==> src/ssb_defs.svh <==
// Register offsets, field positions, reset values and timing counts.
// Assumes inclusion by the package and design files of the status block.
`ifndef SSB_DEFS_SVH
`define SSB_DEFS_SVH

// ****************************************
// Register indices; one word each, byte address is four times the index
// ****************************************
`define SSB_IDX_RBR_THR 12'h3F8
`define SSB_IDX_IER 12'h3F9
`define SSB_IDX_LCR 12'h3FB
`define SSB_IDX_MCR 12'h3FC
`define SSB_IDX_LSR 12'h3FD
`define SSB_IDX_MSR 12'h3FE
`define SSB_IDX_DLL 12'h3F0
`define SSB_IDX_DLM 12'h3F1
`define SSB_IDX_EVT 12'h3F2

// ****************************************
// Register byte addresses
// ****************************************
`define SSB_ADDR_RBR_THR (`SSB_IDX_RBR_THR << 2)
`define SSB_ADDR_IER (`SSB_IDX_IER << 2)
`define SSB_ADDR_LCR (`SSB_IDX_LCR << 2)
`define SSB_ADDR_MCR (`SSB_IDX_MCR << 2)
`define SSB_ADDR_LSR (`SSB_IDX_LSR << 2)
`define SSB_ADDR_MSR (`SSB_IDX_MSR << 2)
`define SSB_ADDR_DLL (`SSB_IDX_DLL << 2)
`define SSB_ADDR_DLM (`SSB_IDX_DLM << 2)
`define SSB_ADDR_EVT (`SSB_IDX_EVT << 2)

// ****************************************
// Field positions
// ****************************************
`define SSB_LSR_DR   0
`define SSB_LSR_OE   1
`define SSB_LSR_PE   2
`define SSB_LSR_FE   3
`define SSB_LSR_BI   4
`define SSB_LSR_HRV  5
`define SSB_LSR_TEMT 6
`define SSB_IER_RDA  0
`define SSB_IER_HRV  1
`define SSB_IER_RLS  2
`define SSB_IER_MS   3
`define SSB_LCR_PEN  3
`define SSB_LCR_EPS  4
`define SSB_LCR_STB  2
`define SSB_MCR_LOOP 4

// ****************************************
// Reset values
// ****************************************
`define SSB_LSR_RESET 8'h60
`define SSB_DIV_RESET 16'h0001

// ****************************************
// Timing: baud input about 1.84 MHz from the 10 MHz clock
// ****************************************
`define SSB_REF_HZ  10000000
`define SSB_BAUD_HZ 1840000
`define SSB_BAUD_ACC_STEP 16'h2F1A

`endif

==> src/ssb_pkg.sv <==
// Types shared by the status block files.
// Assumes ssb_defs.svh is in the include path.
package ssb_pkg;
`include "ssb_defs.svh"

    typedef struct packed {
        logic cts;
        logic dsr;
        logic ri;
        logic dcd;
    } ssb_modem_t;

    typedef struct packed {
        logic       valid;
        logic [7:0] data;
        logic       parity_bad;
        logic       stop_bad;
    } ssb_rx_char_t;
endpackage

==> src/ssb_baud_gen.sv <==
// Programmable divider making the 16x baud enable.
// Assumes an input clock enable near 1.84 MHz in the same clock domain.
`timescale 1ns/100ps
module ssb_baud_gen
    import ssb_pkg::*;
#(
    parameter int DIV_W = 16
) (
    // Clock and reset
    input wire logic clk,
    input wire logic rst,
    // Control
    input wire logic src_tick,
    input wire logic reload,
    input wire logic [DIV_W-1:0] divisor,
    // Output
    output logic tick16
);
    typedef struct packed {
        logic [DIV_W-1:0] cnt;
        logic tick;
    } ssb_bg_st_t;

    ssb_bg_st_t s_reg;
    ssb_bg_st_t s_next;

    always_comb begin
        s_next = s_reg;
        s_next.tick = 1'b0;
        if (reload) begin
            // Avoids a long first count after a new divisor
            s_next.cnt = divisor;
        end else if (src_tick) begin
            if (s_reg.cnt <= DIV_W'(1)) begin
                s_next.cnt = divisor;
                s_next.tick = 1'b1;
            end else begin
                s_next.cnt = s_reg.cnt - DIV_W'(1);
            end
        end
    end

    always_ff @(posedge clk) begin
        if (rst) begin
            s_reg <= '0;
        end else begin
            s_reg <= s_next;
        end
    end

    assign tick16 = s_reg.tick;
endmodule

==> src/ssb_sync3.sv <==
// Three-stage input synchroniser; a change counts once stages two and three agree.
// Assumes asynchronous inputs; output is held until the last two stages match.
`timescale 1ns/100ps
module ssb_sync3
    import ssb_pkg::*;
#(
    parameter int W = 1,
    parameter logic [W-1:0] INIT = '1
) (
    // Clock and reset
    input wire logic clk,
    input wire logic rst,
    // Data
    input wire logic [W-1:0] d,
    output logic [W-1:0] q
);
    typedef struct packed {
        logic [W-1:0] s1;
        logic [W-1:0] s2;
        logic [W-1:0] s3;
        logic [W-1:0] q;
    } ssb_sy_st_t;

    ssb_sy_st_t s_reg;
    ssb_sy_st_t s_next;

    always_comb begin
        s_next = s_reg;
        s_next.s1 = d;
        s_next.s2 = s_reg.s1;
        s_next.s3 = s_reg.s2;
        for (int i = 0; i < W; i++) begin
            if (s_reg.s2[i] == s_reg.s3[i]) begin
                s_next.q[i] = s_reg.s3[i];
            end
        end
    end

    always_ff @(posedge clk) begin
        if (rst) begin
            s_reg <= {INIT, INIT, INIT, INIT};
        end else begin
            s_reg <= s_next;
        end
    end

    assign q = s_reg.q;
endmodule

==> src/ssb_serial_status.sv <==
// Line status, modem status, modem control and baud logic of a serial controller.
// Assumes an APB master on REF_CLK and modem pins that are asynchronous to it.
// Functional notes
// - Transmitter empty reads 1 only when holding and shift registers are empty.
// - Holding-vacant sets on move to shifter, clears on holding write.
// - Holding-vacant with its enable set raises the interrupt request.
// - Break flag sets when input stays low beyond one character time.
// - Overrun, parity, framing or break flags raise line-status interrupt.
// - Framing error sets when the sampled stop bit is zero.
// - Parity error sets on bad parity, clears on line status read.
// - Overrun sets when a character lands before the last was read.
// - Data ready sets when a character enters the receive buffer.
// - Modem status bits 7..4 read 1 while inputs are low.
// - In loopback bits 7..4 show out2, out1, terminal-ready, send-request.
// - Change flags set on input change, all clear on modem status read.
// - Bits 0, 1, 3 record any change of clear-to-send, ready, carrier.
// - Bit 2 sets only when ring goes active to inactive.
// - Any change flag set makes a modem status interrupt condition.
// - Baud generator divides about 1.84 MHz by a 16-bit divisor.
// - Baud output runs at sixteen times the bit rate.
// - Two 8-bit latches; writing either reloads the baud counter.
// - Modem control bits 0..3 drive outputs active outside loopback; reset leaves inactive.
// - User output 2 gates the interrupt onto the system line.
// - Modem status interrupt passes only with enable bit 3 set.
// - Line status interrupt passes only with enable bit 2 set.
`timescale 1ns/100ps
module ssb_serial_status
    import ssb_pkg::*;
#(
    parameter int DIV_W = 16
) (
    // Clock and reset
    input wire logic REF_CLK,
    input wire logic SRST,
    // APB slave
    input wire logic PSEL,
    input wire logic PENABLE,
    input wire logic PWRITE,
    input wire logic [11:0] PADDR,
    input wire logic [31:0] PWDATA,
    output logic [31:0] PRDATA,
    output logic PREADY,
    output logic PSLVERR,
    // Receiver side events
    input wire logic RX_CHAR_VALID,
    input wire logic [7:0] RX_CHAR_DATA,
    input wire logic RX_PARITY_BIT,
    input wire logic RX_STOP_BIT,
    input wire logic RX_LINE,
    // Transmitter side events
    input wire logic TX_SHIFT_EMPTY,
    input wire logic TX_LOAD_SHIFT,
    // Modem pins, active low
    input wire logic CLEAR_TO_SEND_IN_N,
    input wire logic MODEM_READY_IN_N,
    input wire logic PHONE_BELL_IN_N,
    input wire logic CARRIER_DETECT_IN_N,
    output logic TERMINAL_READY_OUT_N,
    output logic SEND_REQUEST_OUT_N,
    output logic USER_OUT1_N,
    output logic USER_OUT2_N,
    // To the shifters and system
    output logic [7:0] TX_HOLD_DATA,
    output logic TX_HOLD_FULL,
    output logic LOOPBACK,
    output logic BAUD_TICK16,
    output logic SYS_IRQ
);
    // ****************************************
    // State
    // ****************************************
    typedef struct packed {
        logic [7:0] rbr;
        logic [7:0] thr;
        logic hold_full;
        logic [3:0] ier;
        logic [7:0] lcr;
        logic [4:0] mcr;
        logic [7:0] dll;
        logic [7:0] dlm;
        logic dr;
        logic oe;
        logic pe;
        logic fe;
        logic bi;
        logic [3:0] dflag;
        logic [3:0] mprev;
        logic [15:0] brk_cnt;
        logic [15:0] acc;
        logic src_tick;
        logic reload;
        logic [31:0] prdata;
        logic pready;
        logic pslverr;
        logic irq;
    } ssb_st_t;

    ssb_st_t s_reg;
    ssb_st_t s_next;

    logic [3:0] pins_n;
    logic tick16;
    logic rx_sync;
    logic [3:0] mstat;
    logic [15:0] char_ticks;
    logic parity_bad;
    logic [16:0] acc_sum;
    logic wr_go;
    logic rd_go;
    logic ms_int;
    logic rls_int;
    logic any_int;

    // ****************************************
    // Input synchronisers
    // ****************************************
    ssb_sync3 #(.W(4), .INIT(4'hF)) u_msync (
        .clk(REF_CLK),
        .rst(SRST),
        .d({CARRIER_DETECT_IN_N, PHONE_BELL_IN_N, MODEM_READY_IN_N, CLEAR_TO_SEND_IN_N}),
        .q(pins_n)
    );

    ssb_sync3 #(.W(1), .INIT(1'b1)) u_rxsync (
        .clk(REF_CLK),
        .rst(SRST),
        .d(RX_LINE),
        .q(rx_sync)
    );

    ssb_baud_gen #(.DIV_W(DIV_W)) u_baud (
        .clk(REF_CLK),
        .rst(SRST),
        .src_tick(s_reg.src_tick),
        .reload(s_reg.reload),
        .divisor({s_reg.dlm, s_reg.dll}),
        .tick16(tick16)
    );

    // ****************************************
    // Combinational helpers
    // ****************************************
    assign acc_sum = {1'b0, s_reg.acc} + {1'b0, 16'(`SSB_BAUD_ACC_STEP)};
    assign wr_go = PSEL && PENABLE && PWRITE && !s_reg.pready;
    assign rd_go = PSEL && PENABLE && !PWRITE && !s_reg.pready;

    // Status order: dcd, ri, dsr, cts in bits 3..0
    always_comb begin
        if (s_reg.mcr[`SSB_MCR_LOOP]) begin
            mstat = {s_reg.mcr[3], s_reg.mcr[2], s_reg.mcr[0], s_reg.mcr[1]};
        end else begin
            mstat = ~pins_n;
        end
    end

    // Ticks of 16x per character: start, data, parity, stop bits
    always_comb begin
        char_ticks = 16'((7 + 32'(s_reg.lcr[1:0]) + 32'(s_reg.lcr[`SSB_LCR_PEN])
                     + 32'(s_reg.lcr[`SSB_LCR_STB])) * 16);
    end

    always_comb begin
        parity_bad = 1'b0;
        if (s_reg.lcr[`SSB_LCR_PEN]) begin
            parity_bad = ((^RX_CHAR_DATA) ^ RX_PARITY_BIT) != !s_reg.lcr[`SSB_LCR_EPS];
        end
    end

    assign ms_int = s_reg.ier[`SSB_IER_MS] && (|s_reg.dflag);
    assign rls_int = s_reg.ier[`SSB_IER_RLS]
                   && (s_reg.oe || s_reg.pe || s_reg.fe || s_reg.bi);
    assign any_int = ms_int || rls_int
                   || (s_reg.ier[`SSB_IER_HRV] && !s_reg.hold_full)
                   || (s_reg.ier[`SSB_IER_RDA] && s_reg.dr);

    // ****************************************
    // Next state
    // ****************************************
    always_comb begin
        s_next = s_reg;
        s_next.pready = 1'b0;
        s_next.pslverr = 1'b0;
        s_next.reload = 1'b0;

        // 1.84 MHz enable by phase accumulator
        s_next.acc = acc_sum[15:0];
        s_next.src_tick = acc_sum[16];

        // Clears from the bus first, so hardware sets below win
        if (rd_go) begin
            s_next.pready = 1'b1;
            unique case (PADDR)
                `SSB_ADDR_RBR_THR: s_next.prdata = {24'h0, s_reg.rbr};
                `SSB_ADDR_IER: s_next.prdata = {28'h0, s_reg.ier};
                `SSB_ADDR_LCR: s_next.prdata = {24'h0, s_reg.lcr};
                `SSB_ADDR_MCR: s_next.prdata = {27'h0, s_reg.mcr};
                `SSB_ADDR_LSR: s_next.prdata = {24'h0, 1'b0,
                    !s_reg.hold_full && TX_SHIFT_EMPTY, !s_reg.hold_full,
                    s_reg.bi, s_reg.fe, s_reg.pe, s_reg.oe, s_reg.dr};
                `SSB_ADDR_MSR: s_next.prdata = {24'h0, mstat, s_reg.dflag};
                `SSB_ADDR_DLL: s_next.prdata = {24'h0, s_reg.dll};
                `SSB_ADDR_DLM: s_next.prdata = {24'h0, s_reg.dlm};
                default: begin
                    s_next.prdata = 32'h0;
                    s_next.pslverr = 1'b1;
                end
            endcase
            if (PADDR == `SSB_ADDR_RBR_THR) begin
                s_next.dr = 1'b0;
            end
            if (PADDR == `SSB_ADDR_LSR) begin
                s_next.oe = 1'b0;
                s_next.pe = 1'b0;
                s_next.fe = 1'b0;
                s_next.bi = 1'b0;
            end
            if (PADDR == `SSB_ADDR_MSR) begin
                s_next.dflag = 4'h0;
            end
        end

        if (wr_go) begin
            s_next.pready = 1'b1;
            s_next.prdata = 32'h0;
            unique case (PADDR)
                `SSB_ADDR_RBR_THR: begin
                    s_next.thr = PWDATA[7:0];
                    s_next.hold_full = 1'b1;
                end
                `SSB_ADDR_IER: s_next.ier = PWDATA[3:0];
                `SSB_ADDR_LCR: s_next.lcr = PWDATA[7:0];
                `SSB_ADDR_MCR: s_next.mcr = PWDATA[4:0];
                `SSB_ADDR_DLL: begin
                    s_next.dll = PWDATA[7:0];
                    s_next.reload = 1'b1;
                end
                `SSB_ADDR_DLM: begin
                    s_next.dlm = PWDATA[7:0];
                    s_next.reload = 1'b1;
                end
                // Interrupt test hook: set line and modem flags by hand
                `SSB_ADDR_EVT: begin
                    s_next.oe = s_reg.oe | PWDATA[1];
                    s_next.pe = s_reg.pe | PWDATA[2];
                    s_next.fe = s_reg.fe | PWDATA[3];
                    s_next.bi = s_reg.bi | PWDATA[4];
                    s_next.dflag = s_reg.dflag | PWDATA[11:8];
                end
                `SSB_ADDR_LSR, `SSB_ADDR_MSR: begin
                end
                default: s_next.pslverr = 1'b1;
            endcase
        end

        // Transmit path
        if (TX_LOAD_SHIFT && s_reg.hold_full) begin
            s_next.hold_full = 1'b0;
        end

        // Receive path
        if (RX_CHAR_VALID) begin
            s_next.rbr = RX_CHAR_DATA;
            s_next.dr = 1'b1;
            if (s_reg.dr) begin
                s_next.oe = 1'b1;
            end
            if (parity_bad) begin
                s_next.pe = 1'b1;
            end
            if (!RX_STOP_BIT) begin
                s_next.fe = 1'b1;
            end
        end

        // Break: count 16x ticks while the line is spacing
        if (rx_sync) begin
            s_next.brk_cnt = 16'h0;
        end else if (tick16) begin
            if (s_reg.brk_cnt > char_ticks) begin
                s_next.bi = 1'b1;
            end else begin
                s_next.brk_cnt = s_reg.brk_cnt + 16'h1;
            end
        end

        // Modem change detect; loopback sources count too
        s_next.mprev = mstat;
        if (mstat[0] != s_reg.mprev[0]) s_next.dflag[0] = 1'b1;
        if (mstat[1] != s_reg.mprev[1]) s_next.dflag[1] = 1'b1;
        if (mstat[3] != s_reg.mprev[3]) s_next.dflag[3] = 1'b1;
        if (!mstat[2] && s_reg.mprev[2]) s_next.dflag[2] = 1'b1;

        s_next.irq = any_int && s_reg.mcr[3];
    end

    // ****************************************
    // Registers
    // ****************************************
    always_ff @(posedge REF_CLK) begin
        if (SRST) begin
            s_reg <= '0;
            s_reg.dll <= 8'(`SSB_DIV_RESET);
        end else begin
            s_reg <= s_next;
        end
    end

    // Output stage; loopback forces modem outputs inactive
    typedef struct packed {
        logic [3:0] mout_n;
        logic tick;
    } ssb_out_t;

    ssb_out_t o_reg;

    always_ff @(posedge REF_CLK) begin
        if (SRST) begin
            o_reg <= '1;
            o_reg.tick <= 1'b0;
        end else begin
            o_reg.mout_n <= s_next.mcr[4] ? 4'hF : ~s_next.mcr[3:0];
            o_reg.tick <= tick16;
        end
    end

    assign TERMINAL_READY_OUT_N = o_reg.mout_n[0];
    assign SEND_REQUEST_OUT_N = o_reg.mout_n[1];
    assign USER_OUT1_N = o_reg.mout_n[2];
    assign USER_OUT2_N = o_reg.mout_n[3];
    assign BAUD_TICK16 = o_reg.tick;
    assign PRDATA = s_reg.prdata;
    assign PREADY = s_reg.pready;
    assign PSLVERR = s_reg.pslverr;
    assign TX_HOLD_DATA = s_reg.thr;
    assign TX_HOLD_FULL = s_reg.hold_full;
    assign LOOPBACK = s_reg.mcr[4];
    assign SYS_IRQ = s_reg.irq;
endmodule

==> config.mk <==
export PLATFORM = sky130hd
export DESIGN_NAME = ssb_serial_status
export DESIGN_NICKNAME = d
export VERILOG_FILES = /design/src/ssb_pkg.sv /design/src/ssb_baud_gen.sv /design/src/ssb_sync3.sv /design/src/ssb_serial_status.sv
export VERILOG_INCLUDE_DIRS = /design/src
export SDC_FILE = /design/constraint.sdc
export NUM_CORES = 1
export LEC_CHECK = 0
export ABC_AREA = 1
export BUFFER_PORTS_ARGS = -buffer_cell sky130_fd_sc_hd__buf_2
export CAP_MARGIN = 25
export CELL_PAD_IN_SITES_DETAIL_PLACEMENT = 0
export CELL_PAD_IN_SITES_GLOBAL_PLACEMENT = 1
export CORE_MARGIN = 4
export CORE_UTILIZATION = 40
export DETAILED_ROUTE_END_ITERATION = 8
export GPL_ROUTABILITY_DRIVEN = 0
export PLACE_DENSITY_LB_ADDON = 0.1
export SYNTH_ARGS = -nofsm -noshare
export SYNTH_HDL_FRONTEND = slang
export SYNTH_SLANG_ARGS = --single-unit
==> constraint.sdc <==
create_clock -name REF_CLK -period 3.1 [get_ports REF_CLK]
set_input_delay 0.31 -clock REF_CLK [delete_from_list [all_inputs] [get_ports REF_CLK]]
set_output_delay 0.31 -clock REF_CLK [all_outputs]
set_load 0.01 [all_outputs]
* After elaboration in Yosys (flattened, before gate mapping)
Index checks and enable logic that the tools add are counted.
** Word-level totals
- Flip-flop bits (word level) :: 150
** Cells by class
- Add/subtract/negate cells :: 6
- Magnitude comparators :: 2
- Equal/unequal tests :: 18
- Muxes and demuxes :: 33
- Bitwise gates (word level) :: 11
- Reductions and logical operators :: 45
** Operators with widths (number)
- $eq A12 B12 Y1 const B :: 9
- $pmux W8 S8 :: 1
- $mux W16 :: 2
- $mux W8 :: 4
- $mux W21 :: 1
- $add A16 B14 Y17 const B :: 1
- $mux W17 :: 1
- $add A16 B1 Y16 const B :: 1
- $gt A16 B10 Y1 :: 1
- $le A16 B1 Y1 const B :: 1
- $mux W1 :: 16
- $mux W4 :: 4
- $sub A16 B1 Y16 const B :: 1
- $reduce_and A2 Y1 :: 7
- $logic_and A1 B1 Y1 :: 13
- $reduce_or A2 Y1 :: 6
- $mux W9 :: 1
- $reduce_or A9 Y1 :: 1
- $not A4 Y4 :: 2
- $reduce_or A8 Y1 :: 1
- $reduce_xor A8 Y1 :: 1
- $add A5 B1 Y6 :: 1
- $logic_or A1 B1 Y1 :: 6
- $reduce_bool A2 Y1 :: 3
- 13 further kinds :: 30

* Logic depth before layout (Yosys ltp)
Gate-level depths: netlist of run 1.
- Depth after elaboration :: 9
- Depth in mapped cells :: 16
- Gate-level depth less buffers :: 16

* Hierarchy
Synthesis of run 1 repeated with hierarchy kept, for this count alone.
** Second synthesis, totals
- Cell total of the unflattened synthesis :: 1115
- Area, all modules :: 8007.7 µm²
** By module, submodules not included
- ssb_serial_status :: times used 1, cells each 812, area an instance 5941.9 µm²
- ssb_baud_gen :: times used 1, cells each 223, area an instance 1390.1 µm²
- ssb_sync3 at u_msync :: times used 1, cells each 65, area an instance 546.8 µm²
- ssb_sync3 at u_rxsync :: times used 1, cells each 15, area an instance 128.9 µm²

* Least setup slack after synthesis of run 1
No wires, ideal clock.
- Path type :: register to register
- Start :: reg s_reg[106] (netlist bit)
- End :: reg s_reg[59] (netlist bit)
- Library setup time :: 0.132 ns
- Data arrival time :: 2.403 ns
- Required time :: 2.968 ns
- Path slack :: 0.565 ns
- Stages on the path, launching flop included :: 16
- Path buffers :: 0
- Period minus slack after synthesis :: 2.535 ns
- Cells stage by stage :: dfxtp_1 inv_1 ha_1 inv_1 ha_1 inv_1 fa_1 xnor2_1 ha_1 nand2_1 nor3_1 nand4_1 nand2_1 nand3_1 nand2_1 a21oi_1
** On the way
- Cells in the longest elaborated chain, start to end :: 5
** RTL lines
- start: declaration :: line ssb_serial_status.sv:98 : ssb_st_t s_reg;
- start signal: assignment :: line ssb_serial_status.sv:304 : s_reg <= s_next;
- $add A4 B1 Y5 :: line ssb_serial_status.sv:158 : char_ticks = 16'((7 + 32'(s_reg.lcr[1:0]) + 32'(s_reg.lcr[`SSB_LCR_PEN])
- $add A5 B1 Y6 :: line ssb_serial_status.sv:158
- $gt A16 B10 Y1 :: line ssb_serial_status.sv:279 : if (s_reg.brk_cnt > char_ticks) begin
- $not A1 Y1 (no line)
- $reduce_and A2 Y1 (no line)
No other way between the ends.
A chain may end at the register's enable or synchronous reset.

* Final worst setup path of run 1
- Start :: reg s_reg[106] (netlist bit)
- End :: reg s_reg[61] (netlist bit)
The elaborated chain is that of the path after synthesis.

==> impl_metrics.py, run 1 <==
metrics = {
    "clocking": {
        "clk_pin_slew_worst_paths_ns": 0.07,
        "cts_buffers": 17,
        "insertion_delay_ns": 0.43,
        "cts_setup_buffers": 0,
        "root_buffer": "clkbuf_16",
        "cts_max_path_buffers": 2,
        "holdBufCountCts": 0,
        "cts_max_level": 4,
        "cts.repair.resized": 0,
        "cts_tree": "done",
        "cts_sinks": 149,
    },
    "critical_path": {
        "rr_worst_depth": 16,
        "cp_max_fo": 5,
        "path_class": "flip-flop to flip-flop",
        "rr_startpoint": "s_reg[106]$_SDFFE_PP0P_",
        "end_kind": "flip-flop",
        "crit_arrival_ns": 3.03,
        "startpoint_type": "flip-flop",
        "critPathLaunch": "s_reg[106]$_SDFFE_PP0P_",
        "required_ns": 3.44,
        "path_cells": "inv_1 -> ha_1 -> inv_1 -> ha_1 -> inv_1 -> fa_1 -> xnor2_1 -> ha_1 -> nand2_1 -> nor3_2 -> nand4_1 -> nand2_1 -> nand2_1 -> inv_2 -> nand3_1 -> a21oi_1",
        "worst_path_max_delay_cell": "fa_1",
        "critPathMaxStageDelay_ns": 0.40,
    },
    "finish": {
        "drive_above_1_share": 0.1586,
        "largest_register_ffs": 86,
        "fin_area_um2": 8488,
        "instances_no_fill": 1345,
        "n_antenna_cell": 0,
        "num-fill-cells": 1937,
        "multi_input_area_um2": 3680,
        "regArea_um2": 2983,
        "nets": 1183,
        "synthToLayoutAreaGrowth_pct": 12.69,
    },
    "floorplan": {
        "die-area_um2": 21090,
        "die_h_um": 145.2,
        "start_util": 0.4123,
        "rows": 49,
        "num_io_pins": 117,
        "coreArea_um2": 18270,
        "die_w_um": 145.2,
    },
    "worst_hold_path": {
        "hp-class": "input port to flip-flop",
        "hold_start": "CARRIER_DETECT_IN_N",
        "hold_depth": 2,
    },
    "synth": {
        "synth.distinct_cells": 38,
        "synth_cells": 1056,
        "yosysWarnings": 0,
        "yosysTopAreaCellShare": 0.3960,
        "synth_area_um2": 7532,
        "ys_seq_area_frac": 0.3960,
        "syn_area_per_cell_um2": 7.133,
        "ys_top_cells_by_area": "dfxtp_1 (40%), nand2_1 (9.5%), a21oi_1 (6.4%)",
        "yosysTopAreaCell": "dfxtp_1",
        "ys_ff_latch": 149,
    },
    "run_status": {
        "outcome": "finished clean",
    },
    "timing": {
        "clock_skew_ns": 0.01058,
        "finalCritPeriodShare": 0.8658,
        "fmaxAchievable_ghz": 0.3726,
        "fin_setup_tns_ns": 0,
        "hold_violations": 0,
        "tightestPinTransition_ns": 0.6200,
        "hold-worst-slack_ns": 0.06124,
        "fin_crit_ns": 2.684,
        "slew-limit-headroom": 0.5823,
        "maxSlewViolCount": 0,
        "finalSetupViolations": 0,
        "rsz0062_at_grt": "no",
    },
    "detailed_routing": {
        "drcViolationCount": 0,
        "drt-total-wl_mm": 20.04,
        "post_drt_wl_per_cell_um": 14.90,
        "drtIter0Drc": 420,
        "drtAntennaViolNets": 0,
        "drtPass1Iterations": 4,
        "vias": 6727,
        "routed_via_density": 5.001,
    },
    "placement": {
        "port_buffers": 72,
        "dp_hpwl_mm": 14.71,
        "placed_cell_area_um2": 7859,
        "dpl.cell_count": 1313,
    },
    "grt": {
        "grt-ovfl-total": 0,
        "antenna_found_initial": 0,
        "grt_pass1_vias": 6296,
        "grt_max_degree": 38,
        "grt_use_total": 0.1921,
        "grt_pass1_wl_mm": 33.05,
    },
    "pwr": {
        "p_leak_nw": 3.714,
        "ir_drop_mv": 0.4651,
        "powerDensity_nw_per_um2": 523.9,
    },
    "run": {
        "cap_violations": 0,
    },
}
==> cells in the final DEF, fill, tap and decap left out, types with 3 or more instances in the layout <==
cell,synthesis,final
or2_2,21,21
o21ai_1,25,25
a31oi_1,3,3
ha_1,12,12
a21oi_1,97,97
bufinv_16,0,3
nand3b_1,3,3
conb_1,1,24
a22oi_1,17,17
nor2_2,8,8
nand3_2,3,4
nand2_1,191,191
o21ai_0,55,55
nor2_4,6,6
dfxtp_1,149,149
nand2_2,5,5
o211a_2,3,3
nor3_1,10,9
inv_2,8,9
inv_1,113,112
nand3_1,63,62
xnor2_1,8,8
buf_4,45,13
o211ai_1,6,6
clkbuf_16,0,17
inv_6,0,5
xor2_1,9,9
buf_2,16,72
nand4_1,44,44
nor2_1,105,105
==> through the flow <==
| stage | total power [mW] | utilization | setup WS (ns) |
|---|---|---|---|
| after global routing | 4.630 | 0.4646 | 0.06041 |
| final | 4.447 | 0.4646 | 0.4161 |
| after floorplan | 2.237 | - | 0.5646 |
| after detailed placement | 2.311 | 0.4301 | 0.2901 |
| after CTS | 4.493 | 0.4640 | 0.2735 |
| after global placement | 2.310 | 0.4301 | 0.3638 |
==> path summary, 6_finish.rpt <==
kind	slack, ns	end
worst max-delay path	0.42	s_reg[61]$_SDFFE_PP0P_
worst min-delay path	0.06	u_msync.s_next[11]$_SDFF_PP1_
worst max register to register	0.42	s_reg[61]$_SDFFE_PP0P_
worst min register to register	0.41	u_msync.s_next[5]$_SDFF_PP1_
==> area by class of cell <==
class	instances	share of cell area
Timing Repair Buffer	85	0.05395
Clock buffer	17	0.05012
Tap cell	229	0.03376
Inverter	123	0.05439
Sequential cell	149	0.3514
Clock inverter	15	0.02285
Multi-Input combinational cell	727	0.4335
==> metal layers <==
layer,wire length (µm),GRT usage
met1,9950,0.2676
met2,9221,0.3113
met3,718,0.03711
met4,152,0.04084
met5,0,0
==> logic make-up after synthesis <==
kind of cell | count (synthesis) | synth area share
AND/OR/NAND/NOR | 464 | 0.2824
AO/OA/AOI/OAI | 209 | 0.1505
buffers and inverters | 203 | 0.1282
flip-flops | 149 | 0.3960
XOR/XNOR | 17 | 0.01977
adder cells (fa/ha/maj) | 13 | 0.02259
other | 1 | 0.0004979
==> where the power goes <==
group | leakage [nW] | total (mW) | internal (mW) | switching, mW
Sequential | 1.21 | 1.99 | 1.96 | 0.0293
Combinational | 2.21 | 0.279 | 0.0927 | 0.187
Clock | 0.299 | 2.18 | 1.29 | 0.889
==> synthesized netlist by cell type, drive strengths merged <==
master / number
nand2: 196
dfxtp: 149
inv: 121
nor2: 119
a21oi: 97
o21ai: 81
buf: 66
nand3: 66
nand4: 45
or2: 21
a22oi: 17
clkbuf: 14
ha: 12
nor3: 11
xor2: 9
xnor2: 8
o211ai: 6
a31oi: 3
nand3b: 3
o211a: 3
clkinv: 2
nor4: 2
o41ai: 2
conb: 1
fa: 1
nor3b: 1
==> worst max-delay path: cells and delay by family, from the launching register on <==
family                     cells  cell delay [ns]
AOI/OAI and AO/OA              1             0.14
xor gates and xnor gates       1             0.14
adders and majority gates      4             1.06
buffers and inverters          4             0.31
DFF                            1             0.36
and+or+nand+nor                6             0.57
(Power assumes the default switching activity.)
==> inputs of run 2 (changes only) <==
--- a/config.mk
+++ b/config.mk
@@ -7,15 +7,12 @@
 export NUM_CORES = 1
 export LEC_CHECK = 0
 export ABC_AREA = 1
-export BUFFER_PORTS_ARGS = -buffer_cell sky130_fd_sc_hd__buf_2
+export BUFFER_PORTS_ARGS = -buffer_cell sky130_fd_sc_hd__clkbuf_2
 export CAP_MARGIN = 25
-export CELL_PAD_IN_SITES_DETAIL_PLACEMENT = 0
-export CELL_PAD_IN_SITES_GLOBAL_PLACEMENT = 1
 export CORE_MARGIN = 4
 export CORE_UTILIZATION = 40
 export DETAILED_ROUTE_END_ITERATION = 8
 export GPL_ROUTABILITY_DRIVEN = 0
-export PLACE_DENSITY_LB_ADDON = 0.1
 export SYNTH_ARGS = -nofsm -noshare
 export SYNTH_HDL_FRONTEND = slang
 export SYNTH_SLANG_ARGS = --single-unit
==> run 2 against run 1 <==
Compared with the run above: die area stayed put; global-route usage down 1.3 points; critical path depth did not move; critical path type unchanged; first-iteration DRC count is 23% higher; sequential share of layout area increased by 0.33 points; clock-buffer cell count up 5; final cell count fell by 0.22%; sequential cell count unchanged; cell area fell by 0.93%; hold slack improved by 0.0015 ns.
==> impl_metrics.py, run 2 (synthesized netlist as in run 1, its figures left out) <==
metrics = {
    "timing": {
        "slew-limit-headroom": 0.5894,
        "tightestPinTransition_ns": 0.6160,
        "hold_violations": 0,
        "maxSlewViolCount": 0,
        "clock_skew_ns": 0.007779,
        "finalSetupViolations": 0,
        "fin_ws_ns": 0.2930,
        "fmaxAchievable_ghz": 0.3563,
        "finalCritPeriodShare": 0.9055,
        "fin_crit_ns": 2.807,
        "fin_setup_tns_ns": 0,
        "rsz0062_at_grt": "no",
    },
    "floorplan": {
        "die_w_um": 145.2,
        "num_io_pins": 117,
        "coreArea_um2": 18270,
        "die_h_um": 145.2,
        "start_util": 0.4123,
        "rows": 49,
        "die-area_um2": 21090,
    },
    "finish": {
        "drive_above_1_share": 0.1518,
        "n_antenna_cell": 0,
        "num-fill-cells": 1867,
        "layout_commonest_cell": "nand2_1",
        "synthToLayoutAreaGrowth_pct": 11.64,
        "layout_common_cells": "nand2_1 (190), dfxtp_1 (149), inv_1 (113)",
        "nets": 1180,
        "largest_register_ffs": 86,
    },
    "placement": {
        "port_buffers": 72,
        "place_ws_ns": 0.1991,
        "dp_hpwl_mm": 13.72,
    },
    "run_status": {
        "outcome": "finished clean",
    },
    "grt": {
        "grt_use_total": 0.1791,
        "antenna_found_initial": 0,
        "grt_max_degree": 57,
        "grt_pass1_wl_mm": 30.96,
        "grt-ovfl-total": 0,
        "grt_pass1_vias": 6118,
    },
    "critical_path": {
        "critPathLaunch": "s_reg[106]$_SDFFE_PP0P_",
        "rr_startpoint": "s_reg[106]$_SDFFE_PP0P_",
        "r2r_slack_ns": 0.29,
        "required_ns": 3.44,
        "startpoint_type": "flip-flop",
        "crit_arrival_ns": 3.15,
        "path_cells": "inv_1 -> ha_1 -> inv_1 -> ha_1 -> inv_1 -> fa_1 -> xnor2_1 -> ha_1 -> nand2_1 -> nor3_1 -> nand4_1 -> nand2_2 -> nand2_1 -> inv_1 -> nand3_1 -> a21oi_1",
        "reg2reg_to": "s_reg[53]$_SDFFE_PP0P_",
        "critPathMaxStageDelay_ns": 0.40,
        "cp_max_fo": 6,
        "end_kind": "flip-flop",
        "endpoint": "s_reg[53]$_SDFFE_PP0P_",
        "path_class": "flip-flop to flip-flop",
        "worst_path_max_delay_cell": "fa_1",
        "cp_common_cell": "inv_1",
        "rr_worst_depth": 16,
    },
    "clocking": {
        "clk_pin_slew_worst_paths_ns": 0.06,
        "cts_max_level": 4,
        "insertion_delay_ns": 0.43,
        "cts_tree": "done",
        "cts_buffers": 17,
        "cts_sinks": 149,
        "holdBufCountCts": 0,
        "root_buffer": "clkbuf_16",
        "cts_max_path_buffers": 2,
    },
    "pwr": {
        "p_leak_nw": 3.662,
        "power_mw": 4.229,
        "powerDensity_nw_per_um2": 502.9,
        "ir_drop_mv": 0.4561,
    },
    "worst_hold_path": {
        "hold_start": "CLEAR_TO_SEND_IN_N",
        "hp-class": "input port to flip-flop",
    },
    "detailed_routing": {
        "vias": 6784,
        "drcViolationCount": 0,
        "drtPass1Iterations": 7,
        "post_drt_wl_per_cell_um": 14.22,
        "routed_via_density": 5.055,
        "drt-total-wl_mm": 19.08,
        "drtIter0Drc": 518,
        "drtAntennaViolNets": 0,
    },
    "run": {
        "cap_violations": 0,
    },
}
run 2: changes by cell type in the layout (fill, tap and decap cells not counted), sizes merged:
cell / before / now
clkinv: 5 / 6
bufinv: 3 / 1
buf: 85 / 10
clkbuf: 17 / 94
inv: 128 / 124
run 2: metrics by stage:
stage          std cells  hold WS (ns)  instance area, µm²  utilization
6_report            1342       0.06277                8409       0.4603
5_1_grt             1342       0.05061                8409       0.4603
4_1_cts             1342       0.04597                8402       0.4599
3_5_place_dp        1310        0.3958                7849       0.4296
3_3_place_gp        1310        0.3907                7849       0.4296
2_1_floorplan       1079        0.3895                7619            -
run 2: worst max-delay path, delay by kind of cell, from the launching register on:
kind                       cells  cell delay (ns)
xor gates and xnor gates       1             0.14
and+or+nand+nor                6             0.66
adders and majority gates      4             1.08
buffers and inverters          4             0.37
DFF                            1             0.37
AOI/OAI and AO/OA              1             0.13
run 2: layer usage:
layer  wire length, µm  global-route usage  vias up
met5                 0                   0        -
met4               324             0.05840        0
met3               910             0.03648       25
met2              8813              0.2931      173
met1              9032              0.2377     3078
li1                  -                   -     3508
run 2: worst min-delay path by stage:
stage,endpoint,slack [ns],cells after the start
3_3_place_gp,u_msync.s_next[4]$_SDFF_PP1_,0.39,1
2_1_floorplan,u_msync.s_next[4]$_SDFF_PP1_,0.39,1
5_1_grt,u_msync.s_next[8]$_SDFF_PP1_,0.05,2
3_5_place_dp,u_msync.s_next[4]$_SDFF_PP1_,0.40,1
4_1_cts,u_msync.s_next[8]$_SDFF_PP1_,0.05,2
6_report,u_msync.s_next[8]$_SDFF_PP1_,0.06,2
run 2: final cells by class:
class | count | area [µm²] | share of cell area
clock buffers | 22 | 454.2 | 0.05401
inverters | 123 | 461.7 | 0.05490
repair buffers | 82 | 447.9 | 0.05327
well taps | 229 | 286.5 | 0.03407
multi-input cells | 727 | 3677 | 0.4373
clock inverters | 10 | 98.84 | 0.01175
flip-flops and latches | 149 | 2983 | 0.3547
run 2: where the power goes:
group | switching [mW] | total (mW) | internal [mW]
registers | 0.0296 | 1.99 | 1.96
clock network | 0.828 | 1.96 | 1.13
logic | 0.188 | 0.280 | 0.0928
total | 1.05 | 4.23 | 3.18
run 2: what timing repair did:
action / 4_1_cts / 5_1_grt
buffers inserted: 0 / 0
gates resized for setup: 0 / 2
endpoints found under the setup margin: 0 / 9
==> inputs of run 3 (changes only) <==
--- a/config.mk
+++ b/config.mk
@@ -10,9 +10,10 @@
 export BUFFER_PORTS_ARGS = -buffer_cell sky130_fd_sc_hd__clkbuf_2
 export CAP_MARGIN = 25
 export CORE_MARGIN = 4
-export CORE_UTILIZATION = 40
+export CORE_UTILIZATION = 52
 export DETAILED_ROUTE_END_ITERATION = 8
 export GPL_ROUTABILITY_DRIVEN = 0
+export PLACE_DENSITY = 0.74
 export SYNTH_ARGS = -nofsm -noshare
 export SYNTH_HDL_FRONTEND = slang
 export SYNTH_SLANG_ARGS = --single-unit
==> run 3 against run 2 <==
Compared with the run above: clock power increased by 18%; core utilization is 14 points higher; first-iteration DRC count grew 11%; via count rose by 0.69%; non-clock buffer count increased by 2; maximum frequency fell by 1.5%; sequential cell count unchanged; critical path type unchanged; largest power group is now the clock network.
==> impl_metrics.py, run 3 (synthesized netlist as in run 1, its figures left out) <==
metrics = {
    "critical_path": {
        "rr_worst_depth": 16,
        "startpoint_type": "flip-flop",
        "cp_max_fo": 6,
        "rr_startpoint": "s_reg[106]$_SDFFE_PP0P_",
        "worst_path_max_delay_cell": "fa_1",
        "required_ns": 3.44,
        "r2r_slack_ns": 0.25,
        "cp_common_cell": "inv_1",
        "end_kind": "flip-flop",
        "path_cells": "inv_1 -> ha_1 -> inv_1 -> ha_1 -> inv_1 -> fa_1 -> xnor2_1 -> ha_1 -> nand2_1 -> nor3_1 -> nand4_1 -> nand2_2 -> nand2_1 -> inv_1 -> nand3_1 -> a21oi_1",
        "path_class": "flip-flop to flip-flop",
        "reg2reg_to": "s_reg[60]$_SDFFE_PP0P_",
        "critPathMaxStageDelay_ns": 0.40,
        "cp.buffers_inverters": 4,
        "cp_top_family": "adder cells",
        "crit_arrival_ns": 3.19,
    },
    "placement": {
        "dp_hpwl_mm": 12.96,
        "placed_cell_area_um2": 7790,
        "port_buffers": 72,
    },
    "grt": {
        "grt_use_total": 0.2211,
        "antenna_found_initial": 0,
        "grt_pass1_vias": 6181,
        "grt_pass1_wl_mm": 29.49,
        "grt-ovfl-total": 0,
        "grt_max_degree": 61,
    },
    "timing": {
        "finalCritPeriodShare": 0.9189,
        "maxSlewViolCount": 0,
        "fin_setup_tns_ns": 0,
        "clock_skew_ns": 0.006390,
        "fmaxAchievable_ghz": 0.3510,
        "fin_crit_ns": 2.849,
        "tightestPinTransition_ns": 0.6820,
        "slew-limit-headroom": 0.5443,
        "hold_violations": 0,
        "hold-worst-slack_ns": 0.06623,
        "finalSetupViolations": 0,
    },
    "detailed_routing": {
        "vias": 6831,
        "drtPass1Iterations": 6,
        "drcViolationCount": 0,
        "routed_via_density": 5.275,
        "post_drt_wl_per_cell_um": 13.85,
        "drtIter0Drc": 575,
        "drt-total-wl_mm": 17.93,
        "drtAntennaViolNets": 0,
    },
    "clocking": {
        "insertion_delay_ns": 0.42,
        "cts_max_path_buffers": 2,
        "cts_tree": "done",
        "clk_pin_slew_worst_paths_ns": 0.06,
        "cts_sinks": 149,
        "root_buffer": "clkbuf_16",
        "cts_buffers": 17,
        "cts_setup_buffers": 0,
        "holdBufCountCts": 0,
        "cts_max_level": 4,
    },
    "finish": {
        "layout_commonest_cell": "nand2_1",
        "nets": 1182,
        "largest_register_ffs": 86,
        "layout_common_cells": "nand2_1 (190), dfxtp_1 (149), inv_1 (113)",
        "fin_area_um2": 8468,
        "n_antenna_cell": 0,
        "synthToLayoutAreaGrowth_pct": 12.43,
        "num-fill-cells": 1289,
        "drive_above_1_share": 0.1543,
    },
    "floorplan": {
        "coreArea_um2": 14040,
        "die-area_um2": 16480,
        "rows": 43,
        "start_util": 0.5364,
        "die_h_um": 128.4,
        "die_w_um": 128.4,
        "num_io_pins": 117,
    },
    "run": {
        "cap_violations": 0,
    },
    "run_status": {
        "outcome": "finished clean",
    },
    "pwr": {
        "p_leak_nw": 3.722,
        "power_mw": 4.580,
        "ir_drop_mv": 0.5655,
        "powerDensity_nw_per_um2": 540.8,
    },
    "worst_hold_path": {
        "hp-class": "input port to flip-flop",
        "hold_depth": 2,
        "hold_start": "CLEAR_TO_SEND_IN_N",
        "hold_path_end": "u_msync.s_next[8]$_SDFF_PP1_",
    },
}
==> run 3: cell types whose count changed in the layout (fill, tap and decap cells not counted), sizes merged <==
cell	delta
clkinv	-4
bufinv	+4
inv	-3
clkbuf	+3
buf	+2
==> run 3: area by class of cell <==
| type | instances | area, µm² | share of cell area |
|---|---|---|---|
| Clock buffer | 25 | 505.5 | 0.05969 |
| Clock inverter | 7 | 165.2 | 0.01950 |
| Inverter | 123 | 461.7 | 0.05452 |
| Multi-Input combinational cell | 727 | 3677 | 0.4342 |
| Sequential cell | 149 | 2983 | 0.3522 |
| Tap cell | 180 | 225.2 | 0.02660 |
| Timing Repair Buffer | 84 | 450.4 | 0.05319 |
==> run 3: metal layers <==
| layer | wire (µm) | vias to the layer above | global-route usage |
|---|---|---|---|
| met5 | 0 | - | 0 |
| li1 | - | 3503 | - |
| met4 | 349 | 0 | 0.07491 |
| met3 | 1235 | 33 | 0.05645 |
| met2 | 8324 | 213 | 0.3586 |
| met1 | 8020 | 3082 | 0.2881 |
==> run 3: stage by stage <==
step | setup WS, ns | util | cells
after floorplan | 0.5646 | - | 1079
after global placement | 0.3312 | 0.5548 | 1263
after detailed placement | 0.2239 | 0.5548 | 1263
after CTS | 0.1729 | 0.6025 | 1295
after global routing | -0.01098 | 0.6030 | 1295
final | 0.2513 | 0.6030 | 1295
==> run 3: power by group <==
group | internal, mW | total, mW | leakage (nW) | switching (mW)
Clock | 1.54 | 2.31 | 0.320 | 0.777
Sequential | 1.96 | 1.99 | 1.21 | 0.0291
Combinational | 0.0923 | 0.277 | 2.19 | 0.185
Total | 3.59 | 4.58 | 3.72 | 0.991
==> run 3: worst reg2reg max path, cell delays in order, from the launching register on <==
cell     delay (ns)
dfxtp_1        0.35
inv_1          0.08
ha_1           0.27
inv_1          0.05
ha_1           0.13
inv_1          0.06
fa_1           0.40
xnor2_1        0.14
ha_1           0.28
nand2_1        0.07
nor3_1         0.17
nand4_1        0.13
nand2_2        0.16
nand2_1        0.10
inv_1          0.16
nand3_1        0.09
a21oi_1        0.15
==> run 3: timing repair <==
action	4_1_cts	5_1_grt
resized for setup	0	2
setup endpoints to repair	0	9
hold endpoints to repair	0	0
==> run 3: how the worst max path moves through the flow <==
stage / start / end / slack, ns / cells past startpoint
finish: s_reg[106]$_SDFFE_PP0P_ / s_reg[60]$_SDFFE_PP0P_ / 0.25 / 16
global placement: s_reg[106]$_SDFFE_PP0P_ / s_reg[54]$_SDFFE_PP0P_ / 0.33 / 15
floorplan: s_reg[106]$_SDFFE_PP0P_ / s_reg[59]$_SDFFE_PP0P_ / 0.56 / 15
CTS: s_reg[106]$_SDFFE_PP0P_ / s_reg[53]$_SDFFE_PP0P_ / 0.17 / 15
global route: s_reg[106]$_SDFFE_PP0P_ / s_reg[53]$_SDFFE_PP0P_ / -0.01 / 16
detailed placement: s_reg[106]$_SDFFE_PP0P_ / s_reg[55]$_SDFFE_PP0P_ / 0.22 / 15
